$ cat config.mk
export PLATFORM = sky130hd
export DESIGN_NAME = duhb_host_port
export DESIGN_NICKNAME = d
export VERILOG_FILES = /design/src/duhb_pkg.sv /design/src/duhb_host_port.sv
export VERILOG_INCLUDE_DIRS = /design/src
export SDC_FILE = /design/constraint.sdc
export NUM_CORES = 1
export LEC_CHECK = 0
export ABC_AREA = 1
export BUFFER_PORTS_ARGS = -buffer_cell sky130_fd_sc_hd__buf_2
export CAP_MARGIN = 20
export CORE_UTILIZATION = 45
export CTS_CLUSTER_DIAMETER = 100
export DETAILED_ROUTE_END_ITERATION = 12
export PLACE_DENSITY = 0.85
export SLEW_MARGIN = 25
export SYNTH_ARGS = -nofsm -noshare
export SYNTH_HDL_FRONTEND = slang
export SYNTH_SLANG_ARGS = --single-unit
$ cat constraint.sdc
create_clock -name clk -period 1.21 [get_ports clk]
set_clock_uncertainty 0.1 [all_clocks]
set_input_delay 0.242 -clock clk [delete_from_list [all_inputs] [get_ports clk]]
set_output_delay 0.242 -clock clk [all_outputs]
set_load 0.05 [all_outputs]
$ cat src/duhb_params.svh
// constants for the dual serial controller host bus and pin map
// assumes inclusion by duhb_pkg and the top module
`ifndef DUHB_PARAMS_SVH
`define DUHB_PARAMS_SVH

// register addresses on the four address lines
`define DUHB_A_MODE_A    4'h0
`define DUHB_A_STAT_A    4'h1
`define DUHB_A_CMD_A     4'h2
`define DUHB_A_DATA_A    4'h3
`define DUHB_A_IPCR      4'h4
`define DUHB_A_ISR_IMR   4'h5
`define DUHB_A_CTU       4'h6
`define DUHB_A_CTL       4'h7
`define DUHB_A_MODE_B    4'h8
`define DUHB_A_STAT_B    4'h9
`define DUHB_A_CMD_B     4'ha
`define DUHB_A_DATA_B    4'hb
`define DUHB_A_OUTPUT_PORT_CONFIG      4'hd
`define DUHB_A_IP_START  4'he
`define DUHB_A_OP_STOP   4'hf

// reset values
`define DUHB_RST_BYTE    8'h00
`define DUHB_RST_PINS    8'hff

// interrupt status bit positions driven onto alternate output pins
`define DUHB_ISR_TXA     0
`define DUHB_ISR_RXA     1
`define DUHB_ISR_TXB     4
`define DUHB_ISR_RXB     5

// output pin configuration bit positions
`define DUHB_OUTPUT_PORT_CONFIG_OP4    4
`define DUHB_OUTPUT_PORT_CONFIG_OP5    5
`define DUHB_OUTPUT_PORT_CONFIG_OP6    6
`define DUHB_OUTPUT_PORT_CONFIG_OP7    7

// input pin positions
`define DUHB_IP_CTS_A    0
`define DUHB_IP_CTS_B    1
`define DUHB_IP_CT_CLK   2
`define DUHB_IP_TXC_A    3
`define DUHB_IP_RXC_A    4
`define DUHB_IP_TXC_B    5

// mode register pointer values
`define DUHB_MRP_FIRST   1'b0
`define DUHB_MRP_SECOND  1'b1

`endif

$ cat src/duhb_pkg.sv
// types for the dual serial controller host bus and pin map
// assumes duhb_params.svh is on the include path
package duhb_pkg;
  `include "duhb_params.svh"

  // host bus strobes
  typedef struct packed {
    logic       chip_select_n;
    logic       write_strobe_n;
    logic       read_strobe_n;
    logic [3:0] addr;
  } duhb_bus_t;

  // edges of external clock pins
  typedef struct packed {
    logic chan_a_tx_fall;
    logic chan_a_rx_rise;
    logic chan_b_tx_fall;
    logic ct_rise;
  } duhb_clk_ev_t;

  typedef enum logic [1:0] {
    DUHB_IDLE,
    DUHB_READ,
    DUHB_WRITE
  } duhb_bus_st_t;

  // whole module state
  typedef struct packed {
    duhb_bus_st_t st;
    duhb_bus_t    bus_q;
    logic [7:0]   wdata;
    logic [7:0]   rdata;
    logic [7:0]   in_s1;
    logic [7:0]   in_s2;
    logic [7:0]   in_prev;
    logic [7:0]   chan_a_status;
    logic [7:0]   chan_b_status;
    logic [7:0]   interrupt_mask;
    logic [7:0]   interrupt_status;
    logic [7:0]   output_port_value;
    logic [7:0]   output_port_config;
    logic         mode_reg_pointer_a;
    logic         mode_reg_pointer_b;
    logic         ct_running;
    logic         chan_a_active;
    logic         chan_b_active;
  } duhb_state_t;
endpackage

$ cat src/duhb_host_port.sv
// host parallel bus port and pin function map of a dual serial controller
// assumes all inputs synchronous to clk; strobes are sampled, not used as clocks
//
// Behaviour
// - bus select high or open picks the separate read/write strobe protocol
// - eight-line tri-state data bus, line zero least significant
// - chip select high keeps data lines undriven
// - write data loads into addressed register on write strobe rising edge
// - read starts at read strobe falling edge, addressed register driven out
// - four address lines choose the register or port
// - reset clears both channel status, mask, status, output and config regs
// - reset drives general outputs high and stops the counter/timer
// - reset makes both channels inactive with serial outputs at mark
// - reset points each mode register pointer at the first mode register
// - interrupt request pulled low while any masked condition is true
// - output pin 7 alternate: open-drain low for channel B transmit status bit
// - input pin 0 general input or channel A clear-to-send
// - input pin 1 general input or channel B clear-to-send
// - input pin 2 general input or counter/timer clock
// - input pin 3 channel A transmit clock shifts on falling edge
// - input pin 4 channel A receive clock samples on rising edge
// - input pin 5 channel B transmit clock shifts on falling edge
`timescale 1ns/1ps
`include "duhb_params.svh"
module duhb_host_port
  import duhb_pkg::*;
(
  input  wire logic       clk,
  input  wire logic       rst_n,
  input  wire logic       bus_mode_sel,
  input  wire logic       chip_select_n,
  input  wire logic       write_strobe_n,
  input  wire logic       read_strobe_n,
  input  wire logic [3:0] addr,
  input  wire logic [7:0] data_in,
  output logic      [7:0] data_out,
  output logic            data_oe,
  input  wire logic [6:0] in_pins,
  input  wire logic [7:0] irq_sources,
  input  wire logic [7:0] chan_a_status_in,
  input  wire logic [7:0] chan_b_status_in,
  output logic            irq_n_oe,
  output logic      [7:0] out_pins,
  output logic      [7:0] out_pins_oe,
  output logic            chan_a_serial_out,
  output logic            chan_b_serial_out,
  output logic            chan_a_clear_to_send_n,
  output logic            chan_b_clear_to_send_n,
  output logic            chan_a_tx_shift,
  output logic            chan_a_rx_sample,
  output logic            chan_b_tx_shift,
  output logic            ct_clock_tick,
  output logic            ct_running,
  output logic            chan_a_active,
  output logic            chan_b_active,
  output logic            mode_ptr_a,
  output logic            mode_ptr_b,
  output logic            wr_pulse,
  output logic      [3:0] wr_addr,
  output logic      [7:0] wr_data
);

  duhb_state_t  s_r;
  duhb_state_t  s_nxt;
  duhb_bus_t    bus_now;
  duhb_clk_ev_t ev;
  logic         strobe_mode;
  logic         rd_fall;
  logic         wr_rise;
  logic [7:0]   masked;

  // --------------------------------------------------------------
  // address decode
  // --------------------------------------------------------------

  // register value seen by a host read at a given address
  function automatic logic [7:0] read_mux(input duhb_state_t s, input logic [3:0] a);
    logic [7:0] v;
    v = `DUHB_RST_BYTE;
    if (a == `DUHB_A_STAT_A)
      v = s.chan_a_status;
    else if (a == `DUHB_A_STAT_B)
      v = s.chan_b_status;
    else if (a == `DUHB_A_ISR_IMR)
      v = s.interrupt_status;
    else if (a == `DUHB_A_IP_START)
      v = {1'b0, s.in_s2[6:0]};
    else if (a == `DUHB_A_OUTPUT_PORT_CONFIG)
      v = s.output_port_config;
    return v;
  endfunction

  // interrupt status bit shown on an alternate output pin
  function automatic int alt_bit(input int pin);
    int b;
    b = `DUHB_ISR_TXB;
    if (pin == `DUHB_OUTPUT_PORT_CONFIG_OP6)
      b = `DUHB_ISR_TXA;
    else if (pin == `DUHB_OUTPUT_PORT_CONFIG_OP5)
      b = `DUHB_ISR_RXB;
    else if (pin == `DUHB_OUTPUT_PORT_CONFIG_OP4)
      b = `DUHB_ISR_RXA;
    return b;
  endfunction

  // --------------------------------------------------------------
  // strobe edges and pin edges
  // --------------------------------------------------------------

  // strobe protocol chosen by the select input
  assign strobe_mode = bus_mode_sel;
  assign bus_now     = '{chip_select_n, write_strobe_n, read_strobe_n, addr};
  assign rd_fall     = strobe_mode && !bus_now.chip_select_n
                       && s_r.bus_q.read_strobe_n && !bus_now.read_strobe_n;
  assign wr_rise     = strobe_mode && s_r.st == DUHB_WRITE
                       && !s_r.bus_q.write_strobe_n && bus_now.write_strobe_n;

  // edges on synchronised external clock pins
  assign ev.chan_a_tx_fall = s_r.in_prev[`DUHB_IP_TXC_A] && !s_r.in_s2[`DUHB_IP_TXC_A];
  assign ev.chan_a_rx_rise = !s_r.in_prev[`DUHB_IP_RXC_A] && s_r.in_s2[`DUHB_IP_RXC_A];
  assign ev.chan_b_tx_fall = s_r.in_prev[`DUHB_IP_TXC_B] && !s_r.in_s2[`DUHB_IP_TXC_B];
  assign ev.ct_rise        = !s_r.in_prev[`DUHB_IP_CT_CLK] && s_r.in_s2[`DUHB_IP_CT_CLK];

  assign masked = s_r.interrupt_status & s_r.interrupt_mask;

  // --------------------------------------------------------------
  // next state
  // --------------------------------------------------------------

  // bus sequencing and register updates
  always_comb
  begin
    s_nxt         = s_r;
    s_nxt.bus_q   = bus_now;
    s_nxt.in_s1   = {1'b0, in_pins};
    s_nxt.in_s2   = s_r.in_s1;
    s_nxt.in_prev = s_r.in_s2;
    s_nxt.chan_a_status    = chan_a_status_in;
    s_nxt.chan_b_status    = chan_b_status_in;
    s_nxt.interrupt_status = irq_sources;
    case (s_r.st)
      DUHB_IDLE:
      begin
        if (rd_fall)
        begin
          s_nxt.st    = DUHB_READ;
          s_nxt.rdata = read_mux(s_r, bus_now.addr);
        end
        else if (strobe_mode && !bus_now.chip_select_n && !bus_now.write_strobe_n)
          s_nxt.st = DUHB_WRITE;
      end
      DUHB_READ:
      begin
        if (bus_now.chip_select_n || bus_now.read_strobe_n)
          s_nxt.st = DUHB_IDLE;
      end
      DUHB_WRITE:
      begin
        s_nxt.wdata = bus_now.chip_select_n ? s_r.wdata : data_in;
        if (wr_rise)
        begin
          s_nxt.st = DUHB_IDLE;
          if (s_r.bus_q.addr == `DUHB_A_ISR_IMR)
            s_nxt.interrupt_mask = s_r.wdata;
          else if (s_r.bus_q.addr == `DUHB_A_OUTPUT_PORT_CONFIG)
            s_nxt.output_port_config = s_r.wdata;
          else if (s_r.bus_q.addr == `DUHB_A_IP_START)
            s_nxt.ct_running = 1'b1;
          else if (s_r.bus_q.addr == `DUHB_A_OP_STOP)
            s_nxt.ct_running = 1'b0;
          else if (s_r.bus_q.addr == `DUHB_A_MODE_A)
            s_nxt.mode_reg_pointer_a = `DUHB_MRP_SECOND;
          else if (s_r.bus_q.addr == `DUHB_A_MODE_B)
            s_nxt.mode_reg_pointer_b = `DUHB_MRP_SECOND;
          else if (s_r.bus_q.addr == `DUHB_A_CMD_A)
            s_nxt.chan_a_active = 1'b1;
          else if (s_r.bus_q.addr == `DUHB_A_CMD_B)
            s_nxt.chan_b_active = 1'b1;
        end
        else if (bus_now.chip_select_n)
          s_nxt.st = DUHB_IDLE;
      end
      default:
        s_nxt.st = DUHB_IDLE;
    endcase
  end

  // --------------------------------------------------------------
  // state register
  // --------------------------------------------------------------

  // synchronous reset to documented clear values
  always_ff @(posedge clk)
  begin
    if (!rst_n)
    begin
      s_r                    <= '0;
      s_r.st                 <= DUHB_IDLE;
      s_r.bus_q              <= '{1'b1, 1'b1, 1'b1, 4'h0};
      s_r.chan_a_status      <= `DUHB_RST_BYTE;
      s_r.chan_b_status      <= `DUHB_RST_BYTE;
      s_r.interrupt_mask     <= `DUHB_RST_BYTE;
      s_r.interrupt_status   <= `DUHB_RST_BYTE;
      s_r.output_port_value  <= `DUHB_RST_BYTE;
      s_r.output_port_config <= `DUHB_RST_BYTE;
      s_r.ct_running         <= 1'b0;
      s_r.chan_a_active      <= 1'b0;
      s_r.chan_b_active      <= 1'b0;
      s_r.mode_reg_pointer_a <= `DUHB_MRP_FIRST;
      s_r.mode_reg_pointer_b <= `DUHB_MRP_FIRST;
    end
    else
      s_r <= s_nxt;
  end

  // --------------------------------------------------------------
  // outputs
  // --------------------------------------------------------------

  // data bus driven only during a selected read
  assign data_out = s_r.rdata;
  assign data_oe  = s_r.st == DUHB_READ && !chip_select_n && !read_strobe_n;

  // interrupt request, open drain
  assign irq_n_oe = |masked;

  // output pins: inverted port value, alternate functions open drain
  for (genvar p = 0; p < $bits(out_pins); p++)
  begin
    if (p < `DUHB_OUTPUT_PORT_CONFIG_OP4)
    begin
      assign out_pins[p]    = ~s_r.output_port_value[p];
      assign out_pins_oe[p] = 1'b1;
    end
    else
    begin
      assign out_pins[p]    = !s_r.output_port_config[p] && !s_r.output_port_value[p];
      assign out_pins_oe[p] = s_r.output_port_config[p] ? s_r.interrupt_status[alt_bit(p)]
                                                        : 1'b1;
    end
  end

  // serial outputs held at mark while inactive
  assign chan_a_serial_out = 1'b1;
  assign chan_b_serial_out = 1'b1;

  // alternate input functions
  assign chan_a_clear_to_send_n = s_r.in_s2[`DUHB_IP_CTS_A];
  assign chan_b_clear_to_send_n = s_r.in_s2[`DUHB_IP_CTS_B];
  assign chan_a_tx_shift        = ev.chan_a_tx_fall && s_r.chan_a_active;
  assign chan_a_rx_sample       = ev.chan_a_rx_rise && s_r.chan_a_active;
  assign chan_b_tx_shift        = ev.chan_b_tx_fall && s_r.chan_b_active;
  assign ct_clock_tick          = ev.ct_rise && s_r.ct_running;

  assign ct_running    = s_r.ct_running;
  assign chan_a_active = s_r.chan_a_active;
  assign chan_b_active = s_r.chan_b_active;
  assign mode_ptr_a    = s_r.mode_reg_pointer_a;
  assign mode_ptr_b    = s_r.mode_reg_pointer_b;

  // write notification to channel logic
  assign wr_pulse = wr_rise;
  assign wr_addr  = s_r.bus_q.addr;
  assign wr_data  = s_r.wdata;

endmodule

==> key figures <==
Global route
  – Vias in the first global route: 4280
  – Initial antenna violation count: 0
  – Global-route wire length before repair: 21620 µm
  – Global Route Usage Sum: 33.41%
  – Largest net degree at the start of global routing: 48
  – Grt ovf: 0

Drt
  – DRT Pass-1 Iters: 8
  – Via count: 4358
  – Met1 Routed Length: 5778 µm
  – Final ANT Viol Nets: 0
  – Routed met3 length: 1504 µm
  – Iteration-0 DRC count of the detailed router: 762
  – Met2 Wirelength: 7841 µm
  – Vias per cell: 5.602
  – Per-cell routed wire length: 21.19 µm
  – Top Layer Used: met5
  – Detailed-route wire length: 16490 µm
  – DR DRC count: 0

Synthesis
  – Most frequently used flop master after synthesis: dfxtp_1
  – Synth Instances: 492
  – Top cell type's share of synthesized area: 48.00%
  – Synth cell count leaders: nand2_1 (116), dfxtp_1 (87), inv_1 (74)
  – Largest cells by area after synthesis: dfxtp_1 (48%), nand2_1 (12%), inv_1 (7.7%), buf_4 (6.4%), nor2_1 (4.4%)
  – Ys Warns: 0
  – Register area share after synthesis: 48.00%
  – Asr flop ratio synth: 0%
  – Post-synth EDFFs: 0
  – Largest area contributor in the netlist: dfxtp_1
  – Synthesized area: 0.003628 mm²
  – Yosys cell types: 26
  – Synth Register Bits: 87
  – Top-count cell post-synth: nand2_1
  – Avg Cell Area, Syn: 7.375 µm²

Cells and area
  – Final #Nets: 720
  – Area occupied by multi-input gates: 0.001841 mm²
  – Fillcell total: 367
  – FF+latch area: 0.001848 mm²
  – Area Growth Syn to Fin: 76.34%
  – Layout cells sized above 1: 52.51%
  – Post-route insts no fill: 778
  – Final instance area: 0.006399 mm²
  – Core Util, Final: 82.38%
  – Antenna fix cells: 0

Power and ir drop
  – Sequential Power Share: 43.4%
  – Switching portion of total power: 27.25%
  – Switching power: 1.896 mW
  – PnR Total Power: 6.960 mW
  – Gate power share: 16.6%
  – Clock share of power: 39.9%
  – Leak Pwr: 3.108 nW
  – Worst vdd ir: 0.6799 mV
  – Pwr dens: 1088 mW/mm²
  – P_int: 5.064 mW

Clocking
  – Clock tree buffer depth: 2
  – CTS buffer count: 9
  – H-tree depth: 3
  – Clock Sinks: 87
  – Root Buffer: clkbuf_8
  – Later-pin clock latency in the skew report: 380 ps
  – TritonCTS clock tree: done
  – Clock-pin slew on the worst setup and hold paths: 100 ps

Place
  – Placer congestion estimate: 0.9234
  – Detailed Place HPWL: 6262 µm
  – Input/output buffers: 90
  – Cells after DPL: 669
  – Area after DPL: 0.004234 mm²

Timing
  – Slew headroom: 53.44%
  – Highest clock rate: 553.0 MHz
  – Worst-Margin Slew: 691.2 ps
  – Period utilization: 149.4%
  – Max-slew violations: 0
  – Setup TNS: -14580 ps
  – Fin. Hold Viols: 0
  – Setup repair after global routing missed its margin: true
  – Final Setup Violations: 81
  – Fin worst setup slack: -598.2 ps
  – Period minus WS final: 1808 ps

Critical path
  – Worst path cell trace: nand2_2 -> o21ai_2 -> a221oi_2 -> nand2_2 -> buf_8
  – FF-to-FF path depth: 4
  – WP depth: 5
  – Worst Path Arrival: 1470 ps
  – Cell mode on critical path: nand2_2
  – CP Capture Type: primary output
  – CP Launch Type: register
  – Max FO, Critical Path: 2
  – CP required: 870 ps
  – Slowest-stage cell, CP: dfxtp_2
  – CP top delay family: flip-flops
  – CP bufs+invs: 1
  – Slowest stage delay, CP: 360 ps
  – WS Path Type: reg -> out

Min path
  – Hold Path Stages: 3
  – HP Class: in -> reg

Floorplan
  – Die Y: 91.80 µm
  – I/O pin total: 101
  – Chip Width: 91.80 µm
  – Die Area: 0.008426 mm²
  – Core Footprint: 0.007767 mm²
  – Initial Util: 46.71%
  – FP Rows: 32

Run
  – Max-capacitance violation count: 0

Outcome
  – Status: complete, but fails checks
  – Violated checks: negative setup slack
-- metrics by stage --
step,worst slack (ps),hold slack (ps)
2_1_floorplan,-21.60,235.5
3_3_place_gp,-156.1,295.0
3_5_place_dp,-238.0,297.9
4_1_cts,-448.6,2.953
5_1_grt,-619.3,-1.969
6_report,-598.2,0.5025
-- final timing paths --
kind / slack, ps / from / end
min reg2reg: 310 / s_nxt[61] / chan_a_clear_to_send_n
min: 0.5 / data_in[6] / wr_data[6]
max: -600 / s_r[26] / irq_n_oe
max reg2reg: -500 / s_r[44] / data_out[7]
-- sequential cells by signal, summed over array words and instances, names as in the netlist --
signal                  flops
chan_a_active               1
chan_b_clear_to_send_n      1
data_out                    8
wr_data                     8
chan_a_clear_to_send_n      1
wr_addr                     4
s_r                        48
ct_running                  1
chan_b_active               1
s_nxt                      12
mode_ptr_a                  1
mode_ptr_b                  1
-- worst register-to-register path, delay by kind of cell, from the launching register on --
| kind | cells | cell delay [ps] |
|---|---|---|
| AO/OA/AOI/OAI | 2 | 610 |
| flip-flops | 1 | 320 |
| AND/OR/NAND/NOR | 2 | 580 |
-- logic make-up (layout without fill, tap and decap cells) --
family / after synthesis / after routing / synth area share [%]
other: 1 / 10 / 0.1033
buffers and inverters: 129 / 301 / 17.17
AO/OA/AOI/OAI: 62 / 62 / 8.793
AND/OR/NAND/NOR: 213 / 216 / 25.93
flip-flops: 87 / 87 / 48.00
-- placed cells by master (no fill, tap or decap), types with 13 or more instances in the layout --
master,Yosys,final
buf_2,6,48
nor2_1,43,29
o21ai_2,0,19
dfxtp_2,0,22
nand3_1,29,17
buf_4,31,47
nand2_2,2,18
dfxtp_4,0,21
nor2_4,3,13
buf_8,0,41
inv_1,74,63
a21oi_2,0,20
dlygate4sd3_1,0,37
buf_6,2,23
dfxtp_1,87,44
nand2_1,116,87
-- power groups by stage --
stage | registers (mW) | logic (mW) | clock network [mW]
after global routing | 3.03 | 1.21 | 2.86
after floorplan | 3.08 | 0.479 | 0
after global placement | 3.09 | 0.640 | 0
after CTS | 3.02 | 0.952 | 2.69
after detailed placement | 3.09 | 0.656 | 0
final | 3.02 | 1.16 | 2.78
-- cell type report --
type / instances / area share [%]
Multi-Input combinational cell: 288 / 28.76
Inverter: 82 / 5.221
Sequential cell: 87 / 28.88
Clock inverter: 5 / 2.014
Timing Repair Buffer: 203 / 30.92
Tap cell: 102 / 1.995
Clock buffer: 11 / 2.210
-- metal layers --
layer / GRT usage (%) / vias to the layer above
li1: - / 1836
met1: 36.36 / 2003
met2: 57.83 / 380
met3: 9.204 / 137
met4: 20.05 / 2
met5: 0 / -
-- timing repair --
| item | 4_1_cts | 5_1_grt |
|---|---|---|
| endpoints found under the hold margin | 37 | 0 |
| gates cloned | 3 | 0 |
| setup buffers | 36 | 20 |
| hold buffers | 37 | 0 |
| pin swaps | 25 | 37 |
| setup endpoints to repair | 80 | 81 |
| resized for setup | 232 | 112 |
(Power assumes the default switching activity.)
